$ cat src/ssr_pkg.sv
// constants, register map and carrier types of the synchronous serial receiver
//////////////////////////////////////////////////////////////////////////////
package ssr_pkg;
    // register byte addresses
    localparam logic [7:0] ADDR_RX_STATUS = 8'h00;
    localparam logic [7:0] ADDR_RX_DATA = 8'h04;
    localparam logic [7:0] ADDR_TX_STATUS = 8'h08;
    localparam logic [7:0] ADDR_BAUD_CONTROL = 8'h0C;
    localparam logic [7:0] ADDR_DIV_LOW = 8'h10;
    localparam logic [7:0] ADDR_DIV_HIGH = 8'h14;
    localparam logic [7:0] ADDR_INT_CONTROL = 8'h18;

    // receive status fields
    localparam int RXS_PORT_EN = 7;
    localparam int RXS_NINE_BIT = 6;
    localparam int RXS_SINGLE = 5;
    localparam int RXS_CONT = 4;
    localparam int RXS_OVERRUN = 1;
    localparam int RXS_NINTH = 0;
    // transmit status fields
    localparam int TXS_MASTER = 7;
    localparam int TXS_SYNC = 4;
    localparam int TXS_HIGH_SPEED = 2;
    // baud control fields
    localparam int BDC_IDLE = 6;
    localparam int BDC_POLARITY = 4;
    localparam int BDC_WIDE = 3;
    // interrupt control fields
    localparam int INT_ENABLE = 0;
    localparam int INT_FLAG = 1;

    localparam logic [3:0] CHAR_BITS_8 = 4'h8;
    localparam logic [3:0] CHAR_BITS_9 = 4'h9;
    localparam logic [7:0] BYTE_RESET = 8'h00;
    localparam logic [15:0] DIV_RESET = 16'h0000;
    localparam logic [31:0] WORD_ZERO = 32'h0000_0000;

    typedef struct packed {
        logic port_en;
        logic nine_bit;
        logic master;
        logic sync;
        logic polarity;
        logic wide;
        logic high_speed;
    } ssr_cfg_s;

    localparam ssr_cfg_s CFG_RESET = '{default: 1'b0};

    typedef struct packed {
        logic ninth;
        logic [7:0] low;
    } ssr_char_s;

    typedef enum logic [1:0] {
        ST_IDLE = 2'b00,
        ST_SETUP = 2'b01,
        ST_ACTIVE = 2'b11,
        ST_DONE = 2'b10
    } ssr_state_e;
endpackage : ssr_pkg

$ cat src/ssr_rate_gen.sv
// shift clock rate generator: one tick per half shift clock period
`timescale 1ns/1ns
module ssr_rate_gen (
    input wire logic sys_clk_i,
    input wire logic srst_i,
    input wire logic run_i,
    input wire logic wide_i,
    input wire logic [15:0] divisor_i,
    output logic tick_o
);
    logic [15:0] cnt_q;
    logic [15:0] div_eff;

    // narrow mode only honours the low divisor byte
    assign div_eff = wide_i ? divisor_i : {8'h00, divisor_i[7:0]};

    always_ff @(posedge sys_clk_i) begin
        if (srst_i || !run_i) begin
            cnt_q <= ssr_pkg::DIV_RESET;
            tick_o <= 1'b0;
        end else if (cnt_q >= div_eff) begin
            cnt_q <= ssr_pkg::DIV_RESET;
            tick_o <= 1'b1;
        end else begin
            cnt_q <= cnt_q + 16'h0001;
            tick_o <= 1'b0;
        end
    end
endmodule : ssr_rate_gen

$ cat src/ssr_receiver.sv
// synchronous serial receiver with apb registers, clock pin control and receive fifo
`timescale 1ns/1ns
module ssr_receiver #(
    parameter int FIFO_DEPTH = 2
) (
    input wire logic sys_clk_i,
    input wire logic srst_i,
    input wire logic psel_i,
    input wire logic penable_i,
    input wire logic pwrite_i,
    input wire logic [7:0] paddr_i,
    input wire logic [31:0] pwdata_i,
    output logic [31:0] prdata_o,
    output logic pready_o,
    output logic pslverr_o,
    input wire logic ck_i,
    output logic ck_o,
    output logic ck_oe_o,
    input wire logic dt_i,
    output logic rx_irq_o
);
    localparam int PW = (FIFO_DEPTH > 1) ? $clog2(FIFO_DEPTH) : 1;
    localparam int CW = $clog2(FIFO_DEPTH + 1);
    localparam logic [CW-1:0] FIFO_FULL = CW'(FIFO_DEPTH);

    //////////////////////////////////////////////////////////////////////////
    // declarations
    ssr_pkg::ssr_cfg_s cfg_q;
    logic single_q;
    logic cont_q;
    logic rx_ie_q;
    logic [15:0] div_q;
    logic overrun_q;
    logic ovr_cont_q;
    ssr_pkg::ssr_state_e state_q;
    logic [3:0] bit_cnt_q;
    logic [8:0] rsr_q;
    ssr_pkg::ssr_char_s fifo_mem [FIFO_DEPTH];
    logic [PW-1:0] wr_ptr_q;
    logic [PW-1:0] rd_ptr_q;
    logic [CW-1:0] count_q;
    logic ck_meta_q;
    logic ck_sync_q;
    logic ck_prev_q;
    logic dt_meta_q;
    logic dt_sync_q;
    logic tick;
    logic access;
    logic wr_fire;
    logic rd_fire;
    logic rx_run;
    logic step_lead;
    logic step_trail;
    logic slave_lead;
    logic slave_trail;
    logic char_done;
    logic fifo_full;
    logic fifo_empty;
    logic push;
    logic pop;
    logic [3:0] last_bit;
    logic [31:0] rd_val;
    ssr_pkg::ssr_char_s head;

    //////////////////////////////////////////////////////////////////////////
    // helpers
    function automatic logic addr_mapped(input logic [7:0] a);
        case (a)
            ssr_pkg::ADDR_RX_STATUS, ssr_pkg::ADDR_RX_DATA, ssr_pkg::ADDR_TX_STATUS,
            ssr_pkg::ADDR_BAUD_CONTROL, ssr_pkg::ADDR_DIV_LOW, ssr_pkg::ADDR_DIV_HIGH,
            ssr_pkg::ADDR_INT_CONTROL: addr_mapped = 1'b1;
            default: addr_mapped = 1'b0;
        endcase
    endfunction : addr_mapped

    function automatic logic is_write_to(input logic [7:0] a);
        is_write_to = wr_fire && (paddr_i == a);
    endfunction : is_write_to

    //////////////////////////////////////////////////////////////////////////
    // apb slave: one wait state, write and pop at the edge pready is sampled
    assign access = psel_i && penable_i;
    assign wr_fire = access && pready_o && pwrite_i;
    assign rd_fire = access && pready_o && !pwrite_i;

    always_ff @(posedge sys_clk_i) begin
        if (srst_i) begin
            pready_o <= 1'b0;
            pslverr_o <= 1'b0;
            prdata_o <= ssr_pkg::WORD_ZERO;
        end else begin
            pready_o <= access && !pready_o;
            pslverr_o <= access && !pready_o && !addr_mapped(paddr_i);
            if (access && !pready_o) begin
                prdata_o <= pwrite_i ? ssr_pkg::WORD_ZERO : rd_val;
            end
        end
    end

    assign head = fifo_mem[rd_ptr_q];

    // unimplemented positions stay zero from the initial clear
    always_comb begin
        rd_val = ssr_pkg::WORD_ZERO;
        case (paddr_i)
            ssr_pkg::ADDR_RX_STATUS: begin
                rd_val[ssr_pkg::RXS_PORT_EN] = cfg_q.port_en;
                rd_val[ssr_pkg::RXS_NINE_BIT] = cfg_q.nine_bit;
                rd_val[ssr_pkg::RXS_SINGLE] = single_q;
                rd_val[ssr_pkg::RXS_CONT] = cont_q;
                rd_val[ssr_pkg::RXS_OVERRUN] = overrun_q;
                rd_val[ssr_pkg::RXS_NINTH] = head.ninth && !fifo_empty;
            end
            ssr_pkg::ADDR_RX_DATA: begin
                rd_val[7:0] = fifo_empty ? ssr_pkg::BYTE_RESET : head.low;
            end
            ssr_pkg::ADDR_TX_STATUS: begin
                rd_val[ssr_pkg::TXS_MASTER] = cfg_q.master;
                rd_val[ssr_pkg::TXS_SYNC] = cfg_q.sync;
                rd_val[ssr_pkg::TXS_HIGH_SPEED] = cfg_q.high_speed;
            end
            ssr_pkg::ADDR_BAUD_CONTROL: begin
                rd_val[ssr_pkg::BDC_IDLE] = (state_q == ssr_pkg::ST_IDLE);
                rd_val[ssr_pkg::BDC_POLARITY] = cfg_q.polarity;
                rd_val[ssr_pkg::BDC_WIDE] = cfg_q.wide;
            end
            ssr_pkg::ADDR_DIV_LOW: begin
                rd_val[7:0] = div_q[7:0];
            end
            ssr_pkg::ADDR_DIV_HIGH: begin
                rd_val[7:0] = div_q[15:8];
            end
            ssr_pkg::ADDR_INT_CONTROL: begin
                rd_val[ssr_pkg::INT_ENABLE] = rx_ie_q;
                rd_val[ssr_pkg::INT_FLAG] = !fifo_empty;
            end
            default: begin
                rd_val = ssr_pkg::WORD_ZERO;
            end
        endcase
    end

    //////////////////////////////////////////////////////////////////////////
    // configuration registers
    always_ff @(posedge sys_clk_i) begin
        if (srst_i) begin
            cfg_q <= ssr_pkg::CFG_RESET;
            div_q <= ssr_pkg::DIV_RESET;
            rx_ie_q <= 1'b0;
            cont_q <= 1'b0;
        end else begin
            if (is_write_to(ssr_pkg::ADDR_RX_STATUS)) begin
                cfg_q.port_en <= pwdata_i[ssr_pkg::RXS_PORT_EN];
                cfg_q.nine_bit <= pwdata_i[ssr_pkg::RXS_NINE_BIT];
                cont_q <= pwdata_i[ssr_pkg::RXS_CONT];
            end
            if (is_write_to(ssr_pkg::ADDR_TX_STATUS)) begin
                cfg_q.master <= pwdata_i[ssr_pkg::TXS_MASTER];
                cfg_q.sync <= pwdata_i[ssr_pkg::TXS_SYNC];
                cfg_q.high_speed <= pwdata_i[ssr_pkg::TXS_HIGH_SPEED];
            end
            if (is_write_to(ssr_pkg::ADDR_BAUD_CONTROL)) begin
                cfg_q.polarity <= pwdata_i[ssr_pkg::BDC_POLARITY];
                cfg_q.wide <= pwdata_i[ssr_pkg::BDC_WIDE];
            end
            if (is_write_to(ssr_pkg::ADDR_DIV_LOW)) begin
                div_q[7:0] <= pwdata_i[7:0];
            end
            if (is_write_to(ssr_pkg::ADDR_DIV_HIGH)) begin
                div_q[15:8] <= pwdata_i[7:0];
            end
            if (is_write_to(ssr_pkg::ADDR_INT_CONTROL)) begin
                rx_ie_q <= pwdata_i[ssr_pkg::INT_ENABLE];
            end
        end
    end

    // a software write in the completion cycle wins, so a fresh request is kept
    always_ff @(posedge sys_clk_i) begin
        if (srst_i) begin
            single_q <= 1'b0;
        end else if (is_write_to(ssr_pkg::ADDR_RX_STATUS)) begin
            single_q <= pwdata_i[ssr_pkg::RXS_SINGLE];
        end else if (char_done) begin
            single_q <= 1'b0;
        end
    end

    //////////////////////////////////////////////////////////////////////////
    // pin synchronisers and slave clock edge detection
    always_ff @(posedge sys_clk_i) begin
        if (srst_i) begin
            ck_meta_q <= 1'b0;
            ck_sync_q <= 1'b0;
            ck_prev_q <= 1'b0;
            dt_meta_q <= 1'b0;
            dt_sync_q <= 1'b0;
        end else begin
            ck_meta_q <= ck_i;
            ck_sync_q <= ck_meta_q;
            ck_prev_q <= ck_sync_q;
            dt_meta_q <= dt_i;
            dt_sync_q <= dt_meta_q;
        end
    end

    // leading edge leaves the idle level, trailing edge returns to it
    assign slave_lead = (ck_prev_q == cfg_q.polarity) && (ck_sync_q != cfg_q.polarity);
    assign slave_trail = (ck_prev_q != cfg_q.polarity) && (ck_sync_q == cfg_q.polarity);

    //////////////////////////////////////////////////////////////////////////
    // shift engine
    assign rx_run = cfg_q.port_en && cfg_q.sync && (single_q || cont_q) && !overrun_q;
    assign last_bit = (cfg_q.nine_bit ? ssr_pkg::CHAR_BITS_9 : ssr_pkg::CHAR_BITS_8) - 4'h1;
    assign step_lead = cfg_q.master ? tick : slave_lead;
    assign step_trail = cfg_q.master ? tick : slave_trail;
    assign char_done = (state_q == ssr_pkg::ST_DONE);

    ssr_rate_gen u_rate_gen (
        .sys_clk_i(sys_clk_i),
        .srst_i(srst_i),
        .run_i(rx_run && cfg_q.master && (state_q != ssr_pkg::ST_IDLE)),
        .wide_i(cfg_q.wide),
        .divisor_i(div_q),
        .tick_o(tick)
    );

    always_ff @(posedge sys_clk_i) begin
        if (srst_i || !rx_run) begin
            // losing an enable mid character abandons it
            state_q <= ssr_pkg::ST_IDLE;
            bit_cnt_q <= 4'h0;
        end else begin
            case (state_q)
                ssr_pkg::ST_IDLE: begin
                    state_q <= ssr_pkg::ST_SETUP;
                    bit_cnt_q <= 4'h0;
                end
                ssr_pkg::ST_SETUP: begin
                    if (step_lead) begin
                        state_q <= ssr_pkg::ST_ACTIVE;
                    end
                end
                ssr_pkg::ST_ACTIVE: begin
                    if (step_trail) begin
                        if (bit_cnt_q == last_bit) begin
                            state_q <= ssr_pkg::ST_DONE;
                        end else begin
                            bit_cnt_q <= bit_cnt_q + 4'h1;
                            state_q <= ssr_pkg::ST_SETUP;
                        end
                    end
                end
                ssr_pkg::ST_DONE: begin
                    // single mode ends here; continuous goes on without pause
                    state_q <= cont_q ? ssr_pkg::ST_SETUP : ssr_pkg::ST_IDLE;
                    bit_cnt_q <= 4'h0;
                end
                default: begin
                    state_q <= ssr_pkg::ST_IDLE;
                end
            endcase
        end
    end

    // bits arrive lsb first; the ninth lands in the top position
    always_ff @(posedge sys_clk_i) begin
        if (srst_i || state_q == ssr_pkg::ST_IDLE) begin
            rsr_q <= 9'h000;
        end else if (state_q == ssr_pkg::ST_ACTIVE && step_trail) begin
            rsr_q[bit_cnt_q] <= dt_sync_q;
        end
    end

    // master clock pin: active level between leading and trailing edges
    always_ff @(posedge sys_clk_i) begin
        if (srst_i) begin
            ck_o <= 1'b0;
            ck_oe_o <= 1'b0;
        end else begin
            ck_oe_o <= cfg_q.port_en && cfg_q.sync && cfg_q.master;
            if (rx_run && cfg_q.master && state_q == ssr_pkg::ST_SETUP && step_lead) begin
                ck_o <= !cfg_q.polarity;
            end else if (!rx_run || state_q != ssr_pkg::ST_ACTIVE || step_trail) begin
                ck_o <= cfg_q.polarity;
            end
        end
    end

    //////////////////////////////////////////////////////////////////////////
    // receive fifo
    assign fifo_full = (count_q == FIFO_FULL);
    assign fifo_empty = (count_q == '0);
    assign push = char_done && !fifo_full;
    assign pop = rd_fire && (paddr_i == ssr_pkg::ADDR_RX_DATA) && !fifo_empty;

    always_ff @(posedge sys_clk_i) begin
        if (push) begin
            fifo_mem[wr_ptr_q] <= '{ninth: cfg_q.nine_bit && rsr_q[8], low: rsr_q[7:0]};
        end
    end

    always_ff @(posedge sys_clk_i) begin
        if (srst_i || !cfg_q.port_en) begin
            wr_ptr_q <= '0;
            rd_ptr_q <= '0;
            count_q <= '0;
        end else begin
            if (push) begin
                wr_ptr_q <= PW'((32'(wr_ptr_q) + 1) % FIFO_DEPTH);
            end
            if (pop) begin
                rd_ptr_q <= PW'((32'(rd_ptr_q) + 1) % FIFO_DEPTH);
            end
            if (push && !pop) begin
                count_q <= count_q + CW'(1);
            end else if (pop && !push) begin
                count_q <= count_q - CW'(1);
            end
        end
    end

    //////////////////////////////////////////////////////////////////////////
    // overrun: set wins over the pop and continuous-mode clears in the same cycle; reset and port disable win over set
    always_ff @(posedge sys_clk_i) begin
        if (srst_i || !cfg_q.port_en) begin
            overrun_q <= 1'b0;
            ovr_cont_q <= 1'b0;
        end else if (char_done && fifo_full) begin
            overrun_q <= 1'b1;
            ovr_cont_q <= cont_q;
        end else if (overrun_q && !ovr_cont_q && pop) begin
            overrun_q <= 1'b0;
        end else if (overrun_q && ovr_cont_q && !cont_q) begin
            overrun_q <= 1'b0;
        end
    end

    // receive interrupt is the fifo's non-empty state gated by the interrupt enable, registered one cycle
    always_ff @(posedge sys_clk_i) begin
        if (srst_i) begin
            rx_irq_o <= 1'b0;
        end else begin
            rx_irq_o <= !fifo_empty && rx_ie_q;
        end
    end
endmodule : ssr_receiver
$ cat config.mk
export PLATFORM = sky130hd
export DESIGN_NAME = ssr_receiver
export DESIGN_NICKNAME = d
export VERILOG_FILES = /design/src/ssr_pkg.sv /design/src/ssr_rate_gen.sv /design/src/ssr_receiver.sv
export SDC_FILE = /design/constraint.sdc
export NUM_CORES = 1
export LEC_CHECK = 0
export BUFFER_PORTS_ARGS = -buffer_cell sky130_fd_sc_hd__clkbuf_2
export CORE_MARGIN = 1
export CORE_UTILIZATION = 50
export CTS_BUF_LIST = sky130_fd_sc_hd__clkbuf_2
export DETAILED_ROUTE_END_ITERATION = 8
export PLACE_DENSITY = 0.75
export SLEW_MARGIN = 20
export SYNTH_ARGS = -nofsm -noshare
export SYNTH_HDL_FRONTEND = slang
export SYNTH_SLANG_ARGS = --single-unit
$ cat constraint.sdc
create_clock -name sys_clk_i -period 2.4 [get_ports sys_clk_i]
set_input_delay 0.24 -clock sys_clk_i [delete_from_list [all_inputs] [get_ports sys_clk_i]]
set_output_delay 0.24 -clock sys_clk_i [all_outputs]
set_load 0.02 [all_outputs]
==> flow_summary.yaml, run 1 <==
synth:
  ys_ff_latch: 101
  yosysWarningCount: 0
  yosysTopAreaCell: "dfxtp_1"
  synthDistinctLibCells: 56
  synthTopCellsByArea: "dfxtp_1, edfxtp_1, mux2i_1"
  synth_edf_count: 18
  ys_seq_area_frac: 0.443
  yosys_most_used_dff: "dfxtp_1"
  yosysTopAreaCellShare: 0.334
  syn_inst: 527
  synthArstFlopShare: 0
  avgSynthCellArea_um2: 9.44
  synth_area_mm2: 0.00497
timing:
  report.final.slew_viol_count: 0
  min_period_ps: 2370
  slew_headroom: 0.556
  worst_pin_slew_ps: 661
  hold_viol_final: 0
  fmax_mhz: 422
  fin_skew_ps: 44.8
  whs_ps: 69.9
  finalSetupViolCount: 0
  min_period_over_period: 0.987
  finalSetupTns_ps: 0
  rsz0062_at_grt: "false"
floorplan:
  dieArea_mm2: 0.0104
  die_y_um: 102
  initial_utilization: 0.511
  coreArea_mm2: 0.00973
  die_x_um: 102
  io_pins: 84
  row_count: 36
cts:
  cts.sinks: 101
  clk_latency_ps: 590
  cts_resized: 0
  cts_setup_buffers: 0
  cts_buffers: 9
  h-tree-depth: 3
  cts_root_buf: "clkbuf_2"
  cts_buffer_depth: 2
  cts_tree: "done"
  cts.clk_slew.worst_paths_ps: 320
global_route:
  grt_pass1_wl_um: 17200
  use_met2: 0.353
  grt_max_degree: 27
  antenna_found_initial: 0
  grt_overflow: 0
  busiest_layer: "met2"
  grt_pass1_vias: 3596
  use_met1: 0.278
  grt_use_met3: 0.0538
  groute.usage.overall: 0.217
routing:
  drt_iter0_drc: 276
  final_antenna_net_count: 0
  viasPerCell: 5.50
  wirelength_um: 10700
  vias: 3973
  wire_per_inst_um: 14.9
  dr.pass1.iters: 8
  drc: 0
layout:
  n_antenna_cell: 0
  finalNetCount: 654
  drive_gt1_frac: 0.158
  syn2layout_area_growth_pct: 11.6
  fillers: 841
  final_util: 0.571
  fin_area_mm2: 0.00555
critical_path:
  end_kind: "flop"
  critPathArrivalTime_ps: 2910
  r2r.worst_path.cells: 7
  critPathKind: "in2reg"
  cp-start-kind: "primary input"
  cp.required_ps: 2940
  path_max_fanout: 2
power:
  powerDensity_mw_per_mm2: 480
  ir_drop_uv: 184
  power.total_w: 0.00266
  p_leak_nw: 1.93
job:
  maxCapViolCount: 0
place:
  placed_area_mm2: 0.00530
  routabilityCongestion: 0.914
  dpl.hpwl_um: 7820
  io_buffers: 35
status:
  status: "complete, no violations"
hold_path:
  min_path_cells: 2
  hold_path_class: "in2reg"
through the flow:
| step | setup WS, ps | cells |
|---|---|---|
| floorplan | -115 | 550 |
| global placement | -207 | 692 |
| detailed placement | -239 | 692 |
| CTS | 80.5 | 723 |
| global route | 9.22 | 723 |
| finish | 30.9 | 723 |
layout make-up:
cell class,instances,area (um2),area share
timing repair buffer,70,475,0.0856
multi-input combinational,386,2540,0.458
tap,133,166,0.0300
clock buffer,9,45.0,0.00811
clock inverter,7,55.1,0.00991
inverter,17,63.8,0.0115
sequential,101,2200,0.397
final timing paths:
kind / start / to / slack (ps)
hold reg to reg: rsr_q[7] / fifo_mem[0][7] / 450
setup reg to reg: count_q[0] / count_q[1] / 150
setup / recovery: paddr_i[6] / count_q[1] / 30
hold / removal: srst_i / pready_o / 70
flip-flops by register name (all words and copies together) (netlist names), 2 cells and up, named ones only:
name and count:
bit_cnt_q 4, div_q 16, u_rate_gen.cnt_q 16, fifo_mem 18, state_q 2, prdata_o 8
count_q 2, cfg_q 7, rsr_q 9
cells in the mapped netlist (2+ instances only):
library cell   n
a21oi_1       14
a221o_1        4
a22oi_1        4
a31oi_1        5
a32oi_1        4
a41oi_1        3
and2_1         3
and3_1         4
and4_1         3
buf_1          2
buf_4         24
clkbuf_1      20
dfxtp_1       83
edfxtp_1      18
ha_1          22
inv_1         17
mux2_2         6
mux2i_1       36
nand2_1       39
nand2b_1       6
nand3_1       17
nand3b_1       2
nand4_1        7
nor2_1        52
nor2_2         2
nor2b_1       12
nor3_1        32
nor3b_1        3
nor4_1         6
o2111ai_1      2
o211ai_1       7
o21ai_0       11
o22ai_1        3
o31ai_1        5
or2_2          5
or3_1          6
xnor2_1        7
xor2_1        13
power breakdown:
group	total, W	internal, W	switching (W)
sequential	0.00174	0.00173	0.00000357
clock	0.000766	0.000157	0.000609
combinational	0.000163	0.0000555	0.000108
cell families after synthesis:
group / count (synthesis) / synth area share
fa+ha+maj: 22 / 0.0553
flops: 101 / 0.443
mux: 43 / 0.0905
other cells: 1 / 0.000754
buf+inv: 63 / 0.0656
xor+xnor: 20 / 0.0352
simple gates: 205 / 0.208
compound gates: 72 / 0.102
cell usage in the layout (no fill, tap or decap), drive strengths merged, types with 15 or more instances in the layout:
master / instances
nor3: 32
inv: 22
nand3: 17
edfxtp: 18
dfxtp: 83
clkbuf: 44
dlygate4sd3: 15
nor2: 54
ha: 22
conb: 24
mux2i: 36
nand2: 39
buf: 20
timing repair:
action / in CTS / in global routing
setup endpoints to repair: 0 / 0
hold endpoints to repair: 32 / 0
hold buffers: 15 / 0
critical path: stages:
cell	delay (ps)
dlygate4sd3_1	540
clkbuf_2	110
or3_1	350
or4_4	500
or3_4	400
ha_4	160
xor2_1	140
or3_1	320
a21oi_1	150
routing by layer:
metal	wire length [um]	vias up	part of all wire
li1	-	1959	-
met1	4930	1874	0.46
met2	5040	117	0.47
met3	547	23	0.051
met4	231	0	0.021
met5	0	-	0
Note: power is estimated with default switching activity, not from simulation.
==> run 2, diff against run 1 <==
--- a/config.mk
+++ b/config.mk
@@ -5,12 +5,14 @@
 export SDC_FILE = /design/constraint.sdc
 export NUM_CORES = 1
 export LEC_CHECK = 0
-export BUFFER_PORTS_ARGS = -buffer_cell sky130_fd_sc_hd__clkbuf_2
+export BUFFER_PORTS_ARGS = -buffer_cell sky130_fd_sc_hd__buf_2
+export CORE_ASPECT_RATIO = 1.2
 export CORE_MARGIN = 1
 export CORE_UTILIZATION = 50
 export CTS_BUF_LIST = sky130_fd_sc_hd__clkbuf_2
 export DETAILED_ROUTE_END_ITERATION = 8
 export PLACE_DENSITY = 0.75
+export RECOVER_POWER = 100
 export SLEW_MARGIN = 20
 export SYNTH_ARGS = -nofsm -noshare
 export SYNTH_HDL_FRONTEND = slang
==> run 2 against run 1 <==
Against the previous run:
- maximum frequency rose by 0.28%
- critical path type unchanged
- first-iteration DRC count fell by 30%
- critical path depth down 1
- non-clock buffer count increased by 2
- critical endpoint unchanged
- via count is 0.38% lower
- cell area decreased by 1.2%
- die area barely moved
- setup slack improved by 6.6 ps
- clock power shrank 2%
- hold slack got worse by 18 ps
- total power shrank 0.71%
- sequential share of layout area is 0.49 points higher
==> flow_summary.yaml, run 2 (synthesized netlist as in run 1, its figures left out) <==
cts:
  cts_setup_buffers: 0
  cts_buffers: 9
  cts_tree: "done"
  h-tree-depth: 3
  clk_latency_ps: 570
  cts_buffer_depth: 2
  cts.sinks: 101
  cts_root_buf: "clkbuf_2"
  cts.clk_slew.worst_paths_ps: 290
timing:
  rsz0062_at_grt: "false"
  min_period_over_period: 0.984
  hold_viol_final: 0
  fin_skew_ps: 37.6
  finalSetupViolCount: 0
  worst_pin_slew_ps: 1030
  slew_headroom: 0.315
  report.final.slew_viol_count: 0
  fmax_mhz: 423
  min_period_ps: 2360
floorplan:
  die_y_um: 111
  row_count: 39
  io_pins: 84
  dieArea_mm2: 0.0104
  coreArea_mm2: 0.00961
  initial_utilization: 0.518
  die_x_um: 93.1
layout:
  syn2layout_area_growth_pct: 10.3
  final_common_cell: "dfxtp_1"
  fin_area_mm2: 0.00549
  fillers: 835
  n_antenna_cell: 0
  layout_common_cells: "dfxtp_1, nor2_1, nand2_1"
  largest_reg_flops: 18
  drive_gt1_frac: 0.122
  finalNetCount: 656
  top_register: "fifo_mem"
  top_regs: "fifo_mem: 18 flops, div_q: 16 flops, u_rate_gen.cnt_q: 16 flops"
place:
  io_buffers: 35
  routabilityCongestion: 0.909
  placed_area_mm2: 0.00531
  dpl.hpwl_um: 8020
global_route:
  grt_overflow: 0
  grt_pass1_vias: 3883
  grt_max_degree: 26
  groute.usage.overall: 0.222
  grt_pass1_wl_um: 18300
  antenna_found_initial: 0
routing:
  viasPerCell: 5.54
  final_antenna_net_count: 0
  vias: 3958
  wire_per_inst_um: 15.1
  drt_iter0_drc: 193
  wirelength_um: 10800
  dr.pass1.iters: 5
  drc: 0
critical_path:
  cp.required_ps: 2940
  critPathArrivalTime_ps: 2900
  critPathKind: "in2reg"
  end_kind: "flop"
  path_max_fanout: 2
  cp-start-kind: "primary input"
hold_path:
  hold_path_class: "in2reg"
job:
  maxCapViolCount: 0
power:
  ir_drop_uv: 223
  power.total_w: 0.00265
  powerDensity_mw_per_mm2: 482
  p_leak_nw: 1.85
status:
  status: "complete, no violations"
## run 2: cell types whose count changed in the layout (fill, tap and decap cells not counted), moves of 2 or more
cell	delta
inv_6	-2
buf_4	-8
and2_1	-3
and2_0	+3
clkinv_4	+2
clkbuf_1	+22
clkbuf_2	-33
buf_2	+22
## run 2: area by class of cell
type,instances,area (um2),share of cell area
multi-input cells,386,2530,0.461
well taps,123,154,0.0281
clock inverters,7,57.6,0.0105
inverters,17,63.8,0.0116
repair buffers,72,433,0.0789
clock buffers,9,45.0,0.00821
flip-flops and latches,101,2200,0.401
## run 2: per-layer routing
layer | up-vias | GRT usage | routed length (um)
li1 | 1959 | - | -
met1 | 1874 | 0.283 | 4820
met2 | 102 | 0.365 | 5230
met3 | 23 | 0.0418 | 447
met4 | 0 | 0.0923 | 291
met5 | - | 0 | 0
## run 2: final timing paths
| path | start | slack (ps) | to | cells after the start |
|---|---|---|---|---|
| worst min register to register | rsr_q[8] | 470 | rsr_q[8] | 2 |
| worst max-delay path | paddr_i[6] | 40 | count_q[1] | 8 |
| worst max register to register | cfg_q[1] | 180 | u_rate_gen.tick_o | 8 |
| worst min-delay path | penable_i | 50 | pready_o | 4 |
## run 2: report_power, final
group          internal [W]  leakage, nW  switching (W)
Sequential          0.00173        0.794     0.00000376
Combinational     0.0000520        0.994       0.000107
Clock              0.000154       0.0624       0.000598
Total               0.00194         1.85       0.000709
## run 2: critical path, cell delays in order
cell and delay (ps):
dlygate4sd3_1 540, buf_2 130, or3_1 340, or4_4 490, or3_4 390, ha_2 270, or3_1 370, a21oi_1 140
## run 2: metrics by stage
stage | TNS (ps) | instances | setup WS (ps) | util | hold WS, ps
final | 0 | 715 | 37.5 | 0.571 | 51.9
after floorplan | -115 | 550 | -115 | - | 368
after detailed placement | -359 | 685 | -235 | 0.553 | 432
after global placement | -270 | 685 | -205 | 0.553 | 418
after CTS | 0 | 715 | 93.3 | 0.578 | 15.5
after global routing | 0 | 715 | 29.0 | 0.571 | 32.0
## run 2: timing repair
action                     CTS  global route
hold endpoints to repair    32             0
resized for setup            0             0
setup endpoints to repair    0             0
hold buffers                14             0
==> run 3, diff against run 2 <==
--- a/config.mk
+++ b/config.mk
@@ -8,11 +8,12 @@
 export BUFFER_PORTS_ARGS = -buffer_cell sky130_fd_sc_hd__buf_2
 export CORE_ASPECT_RATIO = 1.2
 export CORE_MARGIN = 1
-export CORE_UTILIZATION = 50
+export CORE_UTILIZATION = 53
 export CTS_BUF_LIST = sky130_fd_sc_hd__clkbuf_2
 export DETAILED_ROUTE_END_ITERATION = 8
-export PLACE_DENSITY = 0.75
+export PLACE_DENSITY = 0.79
 export RECOVER_POWER = 100
+export SKIP_LAST_GASP = 1
 export SLEW_MARGIN = 20
 export SYNTH_ARGS = -nofsm -noshare
 export SYNTH_HDL_FRONTEND = slang
==> run 3 against run 2 <==
Against the previous run:
- hold slack improved by 1.2 ps
- global-route usage up 1.7 points
- total power grew 5.5%
- cell area increased by 0.48%
- sequential share of layout area shrank 0.19 points
- critical path depth is the same
- non-clock buffer count is the same
- via count grew 1.1%
- cell count decreased by 0.42%
- clock power rose by 19%
- largest power group unchanged
- highest routed layer unchanged
==> flow_summary.yaml, run 3 (synthesized netlist as in run 1, its figures left out) <==
timing:
  rsz0062_at_grt: "false"
  min_period_over_period: 1.00
  worst_pin_slew_ps: 662
  finalSetupViolCount: 0
  slew_headroom: 0.559
  fmax_mhz: 417
  whs_ps: 53.1
  report.final.slew_viol_count: 0
  fin_skew_ps: 34.6
  hold_viol_final: 0
  min_period_ps: 2400
floorplan:
  io_pins: 84
  initial_utilization: 0.548
  row_count: 38
  dieArea_mm2: 0.00978
  die_y_um: 108
  coreArea_mm2: 0.00908
  die_x_um: 90.4
cts:
  cts_tree: "done"
  cts_root_buf: "clkbuf_2"
  h-tree-depth: 3
  cts.sinks: 101
  cts.clk_slew.worst_paths_ps: 300
  clk_latency_ps: 590
  cts_buffers: 9
  cts_buffer_depth: 2
critical_path:
  cpPeakStageDelay_ps: 540
  cp-start-kind: "primary input"
  crit_family: "simple AND/OR/NAND/NOR gates"
  crit_path_top_delay_cell: "dlygate4sd3_1"
  path_cells: "dlygate4sd3_1 -> buf_2 -> or3_1 -> or4_1 -> or3_4 -> ha_1 -> or3_1 -> a21oi_1"
  crit_top_cell: "or3_1"
  critPathKind: "in2reg"
  critPathArrivalTime_ps: 2960
  path_max_fanout: 2
  reg2reg_to: "count_q[1]"
  worstReg2RegStart: "count_q[0]"
  critical_path_buf_inv_count: 2
  r2r.worst_path.cells: 6
  end_kind: "flop"
  cp.required_ps: 2960
  reg2reg_slack_ps: 110
layout:
  fin_cells: 712
  fillers: 775
  seqCellArea_mm2: 0.00220
  layout_common_cells: "dfxtp_1, nor2_1, nand2_1"
  largest_reg_flops: 18
  finalNetCount: 656
  drive_gt1_frac: 0.117
  multi_input_area_mm2: 0.00252
  syn2layout_area_growth_pct: 10.8
  n_antenna_cell: 0
  top_register: "fifo_mem"
  final_common_cell: "dfxtp_1"
  top_regs: "fifo_mem: 18 flops, div_q: 16 flops, u_rate_gen.cnt_q: 16 flops"
global_route:
  grt_pass1_wl_um: 18400
  grt_max_degree: 41
  groute.usage.overall: 0.239
  grt_overflow: 0
  antenna_found_initial: 0
  grt_pass1_vias: 3811
routing:
  viasPerCell: 5.62
  wire_per_inst_um: 15.8
  drt_iter0_drc: 266
  final_antenna_net_count: 0
  dr.pass1.iters: 5
  drc: 0
  wirelength_um: 11300
  vias: 4002
hold_path:
  hold_end: "prdata_o[6]"
  min_path_cells: 4
  hp-start: "paddr_i[5]"
  hold_path_class: "in2reg"
power:
  ir_drop_uv: 222
  pwr-share-comb: 0.058
  powerDensity_mw_per_mm2: 506
  seqPwrFrac: 0.622
  pwr-share-clk: 0.320
  swShare: 0.264
  internal_power_w: 0.00205
  p_leak_nw: 1.86
  p_sw_w: 0.000736
status:
  status: "complete, no violations"
place:
  dpl.hpwl_um: 8210
  routabilityCongestion: 0.912
  place_inst: 681
  io_buffers: 35
job:
  maxCapViolCount: 0
-- run 3: tightest hold or removal path: stages --
cell	delay (ps)
buf_2	90
nor3_1	80
a21oi_1	180
nor2_1	60
-- run 3: timing repair --
| action | CTS | global route |
|---|---|---|
| endpoints found under the hold margin | 34 | 0 |
| buffers inserted | 0 | 0 |
| gates resized for setup | 0 | 0 |
| hold buffers | 15 | 0 |
-- run 3: final cells by class --
class | count | area share
multi-input cells | 386 | 0.458
clock buffers | 9 | 0.00817
flip-flops and latches | 101 | 0.400
inverters | 17 | 0.0116
clock inverters | 7 | 0.0163
repair buffers | 72 | 0.0792
well taps | 120 | 0.0272
-- run 3: worst max path at each step --
stage	from	endpoint	slack [ps]	cells after the start
finish	paddr_i[6]	count_q[1]	1	8
detailed placement	paddr_i[1]	count_q[1]	-230	8
floorplan	paddr_i[1]	count_q[1]	-120	7
CTS	paddr_i[6]	count_q[1]	100	9
global placement	paddr_i[1]	count_q[1]	-210	8
global route	paddr_i[6]	count_q[1]	30	9
-- run 3: routing by layer --
metal | vias to the layer above | GRT usage | part of all wire
met5 | - | 0 | 0
met4 | 0 | 0.0841 | 0.022
met3 | 19 | 0.0450 | 0.044
met2 | 132 | 0.418 | 0.49
met1 | 1894 | 0.295 | 0.44
li1 | 1957 | - | -
-- run 3: metrics by stage --
stage / setup slack, ps / setup TNS [ps] / area (um2) / total power (W) / util
floorplan: -115 / -115 / 5070 / 0.00188 / -
CTS: 102 / 0 / 5590 / 0.00281 / 0.615
global placement: -207 / -273 / 5300 / 0.00191 / 0.584
finish: 1.07 / 0 / 5510 / 0.00279 / 0.607
detailed placement: -231 / -381 / 5300 / 0.00191 / 0.584
global route: 32.6 / 0 / 5510 / 0.00290 / 0.607
-- run 3: power by group through the flow --
stage               Sequential, W  Combinational, W  Clock [W]
floorplan                 0.00177          0.000114          0
global placement          0.00177          0.000141          0
detailed placement        0.00177          0.000142          0
CTS                       0.00174          0.000161   0.000917
global route              0.00174          0.000174   0.000992
finish                    0.00174          0.000162   0.000893
